[src/common/sflash_pkg.sv]
// Shared constants, opcodes and helpers for the serial page flash link
package sflash_pkg;
	localparam int           HCLK_NS        = 50;
	localparam int           SCK_PERIOD_NS  = 400;
	localparam int           SCK_HALF_CYC   = SCK_PERIOD_NS / (2 * HCLK_NS);
	localparam int           SAMPLE_CYC     = 2;
	localparam logic [8:0]   PAGE_LAST      = 9'h107;
	localparam int           ADDR_BITS      = 24;
	localparam int           DUMMY_PAGE     = 32;
	localparam int           DUMMY_BUF      = 8;
	localparam int           PAGE_LSB       = 9;
	localparam logic [2:0]   DENSITY_CODE   = 3'h3;
	localparam logic [2:0]   STAT_RSVD      = 3'h0;
	localparam logic [7:0]   OP_PAGE_RD     = 8'h52;
	localparam logic [7:0]   OP_BUF1_RD     = 8'h54;
	localparam logic [7:0]   OP_BUF2_RD     = 8'h56;
	localparam logic [7:0]   OP_BUF1_WR     = 8'h84;
	localparam logic [7:0]   OP_BUF2_WR     = 8'h87;
	localparam logic [7:0]   OP_XFER1       = 8'h53;
	localparam logic [7:0]   OP_XFER2       = 8'h55;
	localparam logic [7:0]   OP_CMP1        = 8'h60;
	localparam logic [7:0]   OP_CMP2        = 8'h61;
	localparam logic [7:0]   OP_PGM_ER1     = 8'h83;
	localparam logic [7:0]   OP_PGM_ER2     = 8'h86;
	localparam logic [7:0]   OP_PGM1        = 8'h88;
	localparam logic [7:0]   OP_PGM2        = 8'h89;
	localparam logic [7:0]   OP_THRU1       = 8'h82;
	localparam logic [7:0]   OP_THRU2       = 8'h85;
	localparam logic [7:0]   OP_REWR1       = 8'h58;
	localparam logic [7:0]   OP_REWR2       = 8'h59;
	localparam logic [7:0]   OP_STATUS      = 8'h57;
	localparam logic [11:0]  REG_CMD        = 12'h000;
	localparam logic [11:0]  REG_STAT       = 12'h004;
	localparam logic [11:0]  REG_CFG        = 12'h008;
	localparam int           CMD_HOLD_BIT   = 8;
	localparam int           CFG_MODE3_BIT  = 0;
	localparam int           CFG_RST_BIT    = 1;

	function automatic logic is_launch(input logic [7:0] op);
		return op inside {OP_XFER1, OP_XFER2, OP_CMP1, OP_CMP2, OP_PGM_ER1, OP_PGM_ER2,
			OP_PGM1, OP_PGM2, OP_THRU1, OP_THRU2, OP_REWR1, OP_REWR2};
	endfunction

	function automatic logic is_read(input logic [7:0] op);
		return op inside {OP_PAGE_RD, OP_BUF1_RD, OP_BUF2_RD, OP_STATUS};
	endfunction

	function automatic logic is_write(input logic [7:0] op);
		return op inside {OP_BUF1_WR, OP_BUF2_WR, OP_THRU1, OP_THRU2};
	endfunction

	function automatic logic is_valid(input logic [7:0] op);
		return is_launch(op) || is_read(op) || is_write(op);
	endfunction
endpackage

[src/common/sflash_if.sv]
// Serial link between the flash front end and its host controller
`timescale 1ns/1ns
interface sflash_if;
	logic sck;
	logic cs_n;
	logic si;
	logic so;
	logic so_oe;
	logic so_line;
	logic rdy;
	logic rst_pin_n;

	// Pulled up while the device floats its output
	assign so_line = so_oe ? so : 1'b1;

	modport dev  (input sck, cs_n, si, rst_pin_n, output so, so_oe, rdy);
	modport host (output sck, cs_n, si, rst_pin_n, input so_line, rdy);
endinterface

[src/hdl/flash_front_end.sv]
// Serial command front end of the page flash device with two page buffers
//
// The implementer's own choices: the AHB-Lite register port and the register addresses.
`timescale 1ns/1ns
module flash_front_end (
	input  wire logic  hclk,
	input  wire logic  hresetn,
	sflash_if.dev      link,
	input  wire logic  op_done,
	input  wire logic  op_mismatch,
	input  wire logic  [7:0] arr_rdata,
	output logic       op_valid,
	output logic [7:0] op_code,
	output logic [10:0] op_page,
	output logic [8:0] arr_byte
);
	typedef enum logic [1:0] {PH_OP, PH_HDR, PH_DATA, PH_BAD} phase_t;

	typedef struct packed {
		phase_t      phase;
		logic [6:0]  cnt;
		logic [2:0]  bcnt;
		logic [7:0]  ish;
		logic [7:0]  osh;
		logic [7:0]  op;
		logic [23:0] adr;
		logic [8:0]  ptr;
		logic        busy;
		logic        cmp;
		logic        so;
		logic        so_oe;
		logic        rdy;
		logic        op_valid;
		logic [7:0]  op_code;
		logic [10:0] op_page;
	} state_t;

	state_t     r;
	state_t     n;
	logic       sck_q;
	logic       sck_rise;
	logic       sck_fall;
	logic       cs_q;
	logic       cs_rise;
	logic       si_q;
	logic       rst_q;
	logic       wr_en;
	logic       wr_b2;
	logic [8:0] wr_adr;
	logic [7:0] wr_dat;
	logic [7:0] buf1 [0:263];
	logic [7:0] buf2 [0:263];

	pin_sync #(.RST_VAL(1'b0)) u_sck (.hclk(hclk), .hresetn(hresetn), .d(link.sck),
		.q(sck_q), .rise(sck_rise), .fall(sck_fall));
	pin_sync u_cs (.hclk(hclk), .hresetn(hresetn), .d(link.cs_n),
		.q(cs_q), .rise(cs_rise), .fall());
	pin_sync u_si (.hclk(hclk), .hresetn(hresetn), .d(link.si),
		.q(si_q), .rise(), .fall());
	pin_sync u_rst (.hclk(hclk), .hresetn(hresetn), .d(link.rst_pin_n),
		.q(rst_q), .rise(), .fall());

	function automatic logic [8:0] next_ptr(input logic [8:0] p);
		return (p == sflash_pkg::PAGE_LAST) ? 9'h000 : p + 9'h001;
	endfunction

	function automatic int hdr_bits(input logic [7:0] op);
		if (op == sflash_pkg::OP_PAGE_RD) begin
			return sflash_pkg::ADDR_BITS + sflash_pkg::DUMMY_PAGE;
		end else if (op == sflash_pkg::OP_BUF1_RD || op == sflash_pkg::OP_BUF2_RD) begin
			return sflash_pkg::ADDR_BITS + sflash_pkg::DUMMY_BUF;
		end
		return sflash_pkg::ADDR_BITS;
	endfunction

	function automatic logic use_buf2(input logic [7:0] op);
		return op inside {sflash_pkg::OP_BUF2_RD, sflash_pkg::OP_BUF2_WR, sflash_pkg::OP_THRU2};
	endfunction

	always_comb begin
		logic [7:0]  ish_n;
		logic [23:0] adr_n;
		logic [7:0]  src;
		ish_n  = {r.ish[6:0], si_q};
		adr_n  = {r.adr[22:0], si_q};
		src    = 8'h00;
		n      = r;
		wr_en  = 1'b0;
		wr_b2  = use_buf2(r.op);
		wr_adr = r.ptr;
		wr_dat = ish_n;
		n.op_valid = 1'b0;
		if (!rst_q) begin
			// Buffers are not touched here, so an aborted program can be reissued
			n.phase = PH_OP;
			n.busy  = 1'b0;
			n.cnt   = 7'h00;
			n.so_oe = 1'b0;
		end else begin
			if (op_done && r.busy) begin
				n.busy = 1'b0;
				if (r.op_code == sflash_pkg::OP_CMP1 || r.op_code == sflash_pkg::OP_CMP2) begin
					n.cmp = op_mismatch;
				end
			end
			if (cs_q) begin
				// Launch only for a complete header; reads of the idle buffer stay allowed
				if (cs_rise && r.phase == PH_DATA && sflash_pkg::is_launch(r.op) && !r.busy) begin
					n.op_valid = 1'b1;
					n.op_code  = r.op;
					n.op_page  = r.adr[sflash_pkg::PAGE_LSB +: 11];
					n.busy     = 1'b1;
				end
				n.phase = PH_OP;
				n.cnt   = 7'h00;
				n.so_oe = 1'b0;
			end else begin
				if (sck_rise) begin
					n.ish = ish_n;
					n.cnt = r.cnt + 7'h01;
					case (r.phase)
						PH_OP: begin
							if (r.cnt == 7'h07) begin
								n.op  = ish_n;
								n.cnt = 7'h00;
								n.bcnt = 3'h0;
								if (ish_n == sflash_pkg::OP_STATUS) begin
									n.phase = PH_DATA;
								end else if (sflash_pkg::is_valid(ish_n)) begin
									n.phase = PH_HDR;
								end else begin
									n.phase = PH_BAD;
								end
							end
						end
						PH_HDR: begin
							if (r.cnt < 7'(sflash_pkg::ADDR_BITS)) begin
								n.adr = adr_n;
							end
							if (r.cnt == 7'(hdr_bits(r.op) - 1)) begin
								n.phase = PH_DATA;
								n.bcnt  = 3'h0;
								n.ptr   = (r.cnt < 7'(sflash_pkg::ADDR_BITS)) ? adr_n[8:0]
									: r.adr[8:0];
							end
						end
						PH_DATA: begin
							if (sflash_pkg::is_write(r.op)) begin
								n.bcnt = r.bcnt + 3'h1;
								if (r.bcnt == 3'h7) begin
									wr_en = 1'b1;
									n.ptr = next_ptr(r.ptr);
								end
							end
						end
						default: begin
							n.phase = PH_BAD;
						end
					endcase
				end
				if (sck_fall && r.phase == PH_DATA && sflash_pkg::is_read(r.op)) begin
					n.so_oe = 1'b1;
					n.bcnt  = r.bcnt + 3'h1;
					if (r.bcnt == 3'h0) begin
						if (r.op == sflash_pkg::OP_STATUS) begin
							src = {r.rdy, r.cmp, sflash_pkg::DENSITY_CODE,
								sflash_pkg::STAT_RSVD};
						end else if (r.op == sflash_pkg::OP_PAGE_RD) begin
							src   = arr_rdata;
							n.ptr = next_ptr(r.ptr);
						end else begin
							src   = use_buf2(r.op) ? buf2[r.ptr] : buf1[r.ptr];
							n.ptr = next_ptr(r.ptr);
						end
						n.so  = src[7];
						n.osh = {src[6:0], 1'b0};
					end else begin
						n.so  = r.osh[7];
						n.osh = {r.osh[6:0], 1'b0};
					end
				end
			end
		end
		n.rdy = !n.busy;
	end

	always_ff @(posedge hclk or negedge hresetn) begin
		if (!hresetn) begin
			r <= '{phase: PH_OP, rdy: 1'b1, default: '0};
		end else begin
			r <= n;
		end
	end

	// Buffers carry no reset so that neither reset disturbs their contents
	always_ff @(posedge hclk) begin
		if (wr_en && !wr_b2) begin
			buf1[wr_adr] <= wr_dat;
		end
		if (wr_en && wr_b2) begin
			buf2[wr_adr] <= wr_dat;
		end
	end

	assign link.so    = r.so;
	assign link.so_oe = r.so_oe;
	assign link.rdy   = r.rdy;
	assign op_valid   = r.op_valid;
	assign op_code    = r.op_code;
	assign op_page    = r.op_page;
	assign arr_byte   = r.ptr;
endmodule

[src/hdl/pin_sync.sv]
// Two-flop synchroniser with edge pulses taken after the second flop
`timescale 1ns/1ns
module pin_sync #(
	parameter logic RST_VAL = 1'b1
) (
	input  wire logic hclk,
	input  wire logic hresetn,
	input  wire logic d,
	output logic      q,
	output logic      rise,
	output logic      fall
);
	logic [2:0] s_r;

	// Reset level matches the pin's idle level, so no false edge follows reset
	always_ff @(posedge hclk or negedge hresetn) begin
		if (!hresetn) begin
			s_r <= {3{RST_VAL}};
		end else begin
			s_r <= {s_r[1:0], d};
		end
	end

	assign q    = s_r[1];
	assign rise = s_r[1] & ~s_r[2];
	assign fall = ~s_r[1] & s_r[2];
endmodule

[src/flat_wrapper.sv]
// flat-port wrapper written by rule: the top's interface ports become plain ports
module flash_front_end_flat 
  (hclk, hresetn, op_done, op_mismatch, arr_rdata, op_valid, op_code, op_page, arr_byte, link_sck, link_cs_n, link_si, link_rst_pin_n, link_so, link_so_oe, link_rdy);
  sflash_if link_i ();
  input  wire logic hclk;
  input  wire logic hresetn;
  input  wire logic op_done;
  input  wire logic op_mismatch;
  input  wire logic  [7:0] arr_rdata;
  output logic op_valid;
  output logic [7:0] op_code;
  output logic [10:0] op_page;
  output logic [8:0] arr_byte;
  input wire logic [$bits(link_i.sck)-1:0] link_sck;
  input wire logic [$bits(link_i.cs_n)-1:0] link_cs_n;
  input wire logic [$bits(link_i.si)-1:0] link_si;
  input wire logic [$bits(link_i.rst_pin_n)-1:0] link_rst_pin_n;
  output wire logic [$bits(link_i.so)-1:0] link_so;
  output wire logic [$bits(link_i.so_oe)-1:0] link_so_oe;
  output wire logic [$bits(link_i.rdy)-1:0] link_rdy;
  assign link_i.sck = link_sck;
  assign link_i.cs_n = link_cs_n;
  assign link_i.si = link_si;
  assign link_i.rst_pin_n = link_rst_pin_n;
  assign link_so = link_i.so;
  assign link_so_oe = link_i.so_oe;
  assign link_rdy = link_i.rdy;
  flash_front_end u_core (.hclk(hclk), .hresetn(hresetn), .link(link_i), .op_done(op_done), .op_mismatch(op_mismatch), .arr_rdata(arr_rdata), .op_valid(op_valid), .op_code(op_code), .op_page(op_page), .arr_byte(arr_byte));
endmodule
[config.mk]
export PLATFORM = sky130hd
export DESIGN_NAME = flash_front_end_flat
export DESIGN_NICKNAME = d
export VERILOG_FILES = /design/src/common/sflash_pkg.sv /design/src/common/sflash_if.sv /design/src/hdl/flash_front_end.sv /design/src/hdl/pin_sync.sv /design/src/flat_wrapper.sv
export SDC_FILE = /design/constraint.sdc
export NUM_CORES = 2
export LEC_CHECK = 0
export ABC_AREA = 1
export BUFFER_PORTS_ARGS = -buffer_cell sky130_fd_sc_hd__buf_2
export CAP_MARGIN = 20
export CORE_ASPECT_RATIO = 2
export CORE_MARGIN = 2
export CORE_UTILIZATION = 41
export CTS_CLUSTER_SIZE = 12
export DETAILED_ROUTE_END_ITERATION = 7
export HOLD_SLACK_MARGIN = 0.03
export PLACE_DENSITY = 0.54
export SLEW_MARGIN = 10
export SYNTH_ARGS = -nofsm -noshare
export SYNTH_HDL_FRONTEND = slang
export SYNTH_HIERARCHICAL = 1
export SYNTH_MEMORY_MAX_BITS = 65536
export SYNTH_SLANG_ARGS = --single-unit
[constraint.sdc]
create_clock -name hclk -period 15.8 [get_ports hclk]
set_input_delay 3.16 -clock hclk [delete_from_list [all_inputs] [get_ports hclk]]
set_output_delay 3.16 -clock hclk [all_outputs]
set_load 0.01 [all_outputs]
# --- Word level (Yosys, flattened, before mapping) ---
# Memories as Yosys holds them, arrays and structs flattened.
# Index checks and enable logic that the tools add are counted.
totals:
  output_inout_bits: 32
  in_bits: 16
  regBits: 104
  elab_cells: 183
  mem_count: 2
  mem_bits_rw: 4224
mem_list:
  columns: ["name", "depth", "width", "read_ports", "rd_clocked_by_memory_dff", "write_ports", "line_no", "source"]
  rows:
  - ["u_core.buf1", 264, 8, 1, 0, 1, "flash_front_end.sv:51", "logic [7:0] buf1 [0:263];"]
  - ["u_core.buf2", 264, 8, 1, 0, 1, "flash_front_end.sv:52", "logic [7:0] buf2 [0:263];"]
op_classes:
  magnitude_cmp: 1
  bitwise_logic: 7
  n_eq_ne: 52
  reduce_logical: 35
  muxes: 62
  addsub: 4
op_table:
  columns: ["op", "n"]
  rows:
  - ["$eq A8 B7 Y1 const B", 22]
  - ["$eq A8 B8 Y1 const B", 16]
  - ["$mux W9", 11]
  - ["$mux W20", 4]
  - ["$mux W7", 6]
  - ["$mux W8", 4]
  - ["$mux W1", 24]
  - ["$reduce_bool A12 Y1", 2]
  - ["$reduce_bool A4 Y1", 5]
  - ["$pmux W9 S2", 1]
  - ["$mux W12", 1]
  - ["$mux W6", 2]
  - ["$ne A3 B1 Y1 const B", 4]
  - ["$reduce_and A3 Y1", 4]
  - ["$reduce_and A5 Y1", 2]
  - ["$add A9 B1 Y9 const B", 1]
  - ["$eq A9 B9 Y1 const B", 1]
  - ["$mux W3", 3]
  - ["$pmux W3 S3", 1]
  - ["$logic_and A1 B1 Y1", 8]
  - ["$mux W2", 4]
  - ["$ne A4 B3 Y1 const B", 2]
  - ["$add A7 B1 Y7 const B", 1]
  - ["$eq A7 B3 Y1 const B", 1]
  - ["21 further kinds", 31]

# --- Longest topological paths before layout ---
depth:
  word_depth: 21
  mapped_depth: 24
  ltp_nobuf: 19

# --- By module ---
# The synthesis kept the hierarchy.
modules_own_cells:
  columns: ["mod", "area_per_inst_um2", "cells_each", "n_inst"]
  rows:
  - ["flash_front_end", 175948.7, 14929, 1]
  - ["pin_sync (u_core.u_cs ...)", 93.8, 7, 3]
  - ["pin_sync (u_core.u_sck)", 90.1, 7, 1]

# --- Worst setup path before layout ---
# OpenSTA, ideal clock, no wires.
synth_timing:
  path_kind: "register to register"
  startpoint: "register u_core/r[77] in the netlist's numbering"
  endpoint: "register u_core/r[93] in the netlist's numbering"
  required_time_ns: 15.670
  n_path_buf: 0
  path_stages_with_launch: 9
  setup_slack_ns: 7.672
  arrival_time_ns: 7.998
  cell_sequence: "dfrtp_1 -> inv_1 -> o21ai_0 -> o211ai_1 -> o31a_1 -> o21ai_0 -> nand3_1 -> nand2_1 -> o21ai_0"
synth_via:
  elab_chain_len: 11
  word_cells_on_any_way: 30
  cone_classes: "eq/ne: 18; mux: 7; reduce/logical: 5"
synth_lines:
  columns: ["element", "line_no", "source"]
  rows:
  - ["start, declared", "flash_front_end.sv:38", "state_t r;"]
  - ["start signal, assigned", "flash_front_end.sv:191", "r <= n;"]
  - ["$eq A8 B7 Y1 (tied with other cells)", "sflash_pkg.sv:40", "return op inside {OP_XFER1, OP_XFER2, OP_CMP1, OP_CMP2, OP_PGM_ER1, OP_PGM_ER2,"]
  - ["$reduce_bool A12 Y1 or $reduce_bool A4 Y1 (tied branches)", "sflash_pkg.sv:40, sflash_pkg.sv:45", null]
  - ["$logic_or A1 B1 Y1 (2 in a row)", "sflash_pkg.sv:53", "return is_launch(op) || is_read(op) || is_write(op);"]
  - ["$mux W2", "flash_front_end.sv:129", "end else if (sflash_pkg::is_valid(ish_n)) begin"]
  - ["$mux W2 (*)", "flash_front_end.sv:127", "if (ish_n == sflash_pkg::OP_STATUS) begin"]
  - ["$mux W12 (*)", "flash_front_end.sv:123", "if (r.cnt == 7'h07) begin"]
  - ["$pmux W2 S3 (*)", "flash_front_end.sv:121", "case (r.phase)"]
  - ["$mux W20 (*)", "flash_front_end.sv:118", "if (sck_rise) begin"]
  - ["$mux W9 (*)", "flash_front_end.sv:106", "if (cs_q) begin"]
  - ["$mux W9 (*)", "flash_front_end.sv:93", "if (!rst_q) begin"]
# Every way passes the cells marked *; elsewhere a longest branch is shown, timed or not. The select of a mux whose other input is x is not followed.
# A chain may end at the register's enable or synchronous reset.

# --- Worst setup path in the final report ---
layout_timing:
  startpoint: "register u_core.r, in the netlist u_core/arr_byte[1]"
  endpoint: "register u_core/r[70] in the netlist's numbering"
layout_via:
  elab_chain_len: 5
  word_cells_on_any_way: 6
  cone_classes: "mux: 4; memory: 2"
layout_lines:
  columns: ["element", "line_no", "source"]
  rows:
  - ["$mem_v2 Z264 W8 (on tied branches)", null, null]
  - ["$mux W8 (*)", "flash_front_end.sv:172", "src = use_buf2(r.op) ? buf2[r.ptr] : buf1[r.ptr];"]
  - ["$mux W8 (*)", "flash_front_end.sv:168", "end else if (r.op == sflash_pkg::OP_PAGE_RD) begin"]
  - ["$mux W8 (*)", "flash_front_end.sv:165", "if (r.op == sflash_pkg::OP_STATUS) begin"]
  - ["$mux W8 (*)", "flash_front_end.sv:164", "if (r.bcnt == 3'h0) begin"]
# Every way passes the cells marked *; elsewhere a longest branch is shown, timed or not.

==> metrics.txt <==
endpoints failing hold 0; CTS buffer count 410; vias in the first global route 115000; Routed Antenna Nets 0; CP required 16710 ps; startpoint types flip-flop; gr ovfl total 0; Syn-to-layout area delta 11.0%; GRT Util Overall 0.255; row count 340; syn avg cell area 11.8 um^2; PD cells 125 mW/mm^2; hold path start u_core/u_cs/s_r[0]$_DFF_PN1_; PortBufs 47; Final period util 0.414; minimum clock period 6550 ps; Die H 931 um; Vias/cell 5.63; layout cells sized above 1 0.0863; Iter 0 DRT Violations 10900; global-route wire length before repair 809 mm; nets 15100; CTS clk-pin slew, worst paths 60 ps; Hold Crit Class reg2reg; Max Cap Viol 0; Max IR drop VDD 0.102 mV; Clock Skew 82.2 ps; final-report max-slew violation count 0; core area 0.428 mm^2; worst skew pair latency 990 ps; Initial Utilization 0.411; critical path type reg2reg; Die Span X 468 um; worst setup path start u_core/arr_byte[1]$_DFFE_PN0P_; Post-Route WL 568 mm; Yosys Warn Count 6; Fin Hold WS 358 ps; syn_nets 15000; status completed; Synth Instances 14900; detailed-route wire length per cell 27.3 um; hpwl dp 337 mm; Post-Syn Area 0.176 mm^2; cells along the critical path buf_4, buf_4, buf_4, buf_4, buf_12, o21ai_0, o22ai_1, nand2_1, nand4_1, nand2_1, a21oi_2, nor2_1, nand3_1, nand3_1, nand2_1, nand2_1, nand2_1; CP max-delay cell dfrtp_4; worst rel slew slack 0.0602; pin count of the biggest net entering global routing 197; GP Congestion 0.882; RSZ-0062 raised after global routing no; full die area 0.435 mm^2; antenna violations before repair 12; Core Util, Final 0.457; post_cts resized 0; hold buffers post-CTS 0; Critical Path AT 7460 ps; via count 117000; clk buf depth 4; Final TNS setup 0 ps; number of top-level pins 48; Worst-Margin Slew 1410 ps; total power 0.0245 W; Max FO, Critical Path 121; TritonCTS clock tree yes; final setup vio count 0; largest stage delay on the critical path 780 ps; # Post-CTS Setup Buffers 0; LEAKAGE 68.2 nW; Worst Setup End Kind flip-flop; H-tree depth 5; # DRC 0; CTS sink cnt 4322; root buffer cell clkbuf_16; crit-path most repeated cell nand2_1; reg2reg start u_core/arr_byte[1]$_DFFE_PN0P_; fmax 0.153 GHz; First-pass DRT Iterations 6
[routing by layer]
layer	up-vias	routed length, um	global-route usage
met1	59300	205000	0.292
li1	52700	-	-
met3	1131	31800	0.0301
met4	0	37200	0.149
met2	4034	294000	0.457
met5	-	0	0
[power breakdown]
| group | switching [W] | internal (W) |
|---|---|---|
| logic | 0.00201 | 0.000522 |
| clock network | 0.00412 | 0.00481 |
| registers | 0.0000927 | 0.0130 |
[through the flow]
stage / instances / setup WS, ps / cell area [um^2]
2_1_floorplan: 14900 / 7670 / 176000
3_3_place_gp: 20300 / 8830 / 184000
3_5_place_dp: 20300 / 9200 / 184000
4_1_cts: 20800 / 9140 / 196000
5_1_grt: 20800 / 8990 / 196000
6_report: 20800 / 9250 / 196000
[worst max-delay path: cells and delay by family (launching register included)]
family | cells | cell delay, ps
simple gates | 9 | 1370
compound gates | 3 | 1030
flops | 1 | 780
buf+inv | 5 | 3040
[area by class of cell]
cell class / instances / area (um^2)
inverter: 301 / 1180
multi-input combinational: 9277 / 41000
timing repair buffer: 739 / 5870
sequential: 4322 / 129000
fill: 38600 / 233000
tap: 5643 / 7060
clock inverter: 23 / 269
antenna: 7 / 17.5
clock buffer: 511 / 10900
[flip-flops by register name (all words and copies together), names as in the netlist, 2 cells and up]
| register | flops |
|---|---|
| u_core/arr_byte | 9 |
| u_core/buf1 | 2112 |
| u_core/buf2 | 2112 |
| u_core/op_code | 8 |
| u_core/op_page | 11 |
| u_core/r | 56 |
| u_core/u_cs/s_r | 3 |
| u_core/u_rst/s_r | 2 |
| u_core/u_sck/s_r | 3 |
| u_core/u_si/s_r | 2 |
[final timing paths]
| check | endpoint | slack (ps) | cells after the start |
|---|---|---|---|
| min in group asynchronous | u_core/op_page[10]$_DFFE_PN0P_ | 2150 | 1 |
| min | u_core/u_cs/s_r[1]$_DFF_PN1_ | 360 | 0 |
| max reg2reg | u_core/r[70]$_DFFE_PN0P_ | 9250 | 17 |
| max | u_core/r[70]$_DFFE_PN0P_ | 9250 | 17 |
| max in group asynchronous | u_core/r[77]$_DFFE_PN0P_ | 12300 | 2 |
| min reg2reg | u_core/u_cs/s_r[1]$_DFF_PN1_ | 360 | 0 |
[placed cells by master (no fill, tap or decap), types with 3 or more instances in the layout]
cell type,count
buf_12,34
a21oi_2,3
dfrtp_4,9
o21ai_1,202
nand2_1,2429
nor2_2,5
nor3_2,60
o22ai_1,428
edfxtp_1,4224
buf_2,54
buf_4,648
clkinv_1,9
nand4_1,126
a21oi_1,53
o211ai_1,23
nor2_4,6
a31oi_1,8
o221ai_1,12
clkbuf_1,82
diode_2,7
clkbuf_8,9
xor2_1,4
o21ai_0,2213
dfstp_2,7
a32oi_1,5
clkbuf_16,420
inv_1,277
ha_1,12
inv_2,9
nand3_1,134
clkinv_8,4
dfrtp_1,81
a22o_1,5
nor3_1,461
nor2_1,3058
inv_16,5
clkinv_2,5
o31ai_1,3
nand2_4,7
inv_4,9
(Power assumes the default switching activity.)
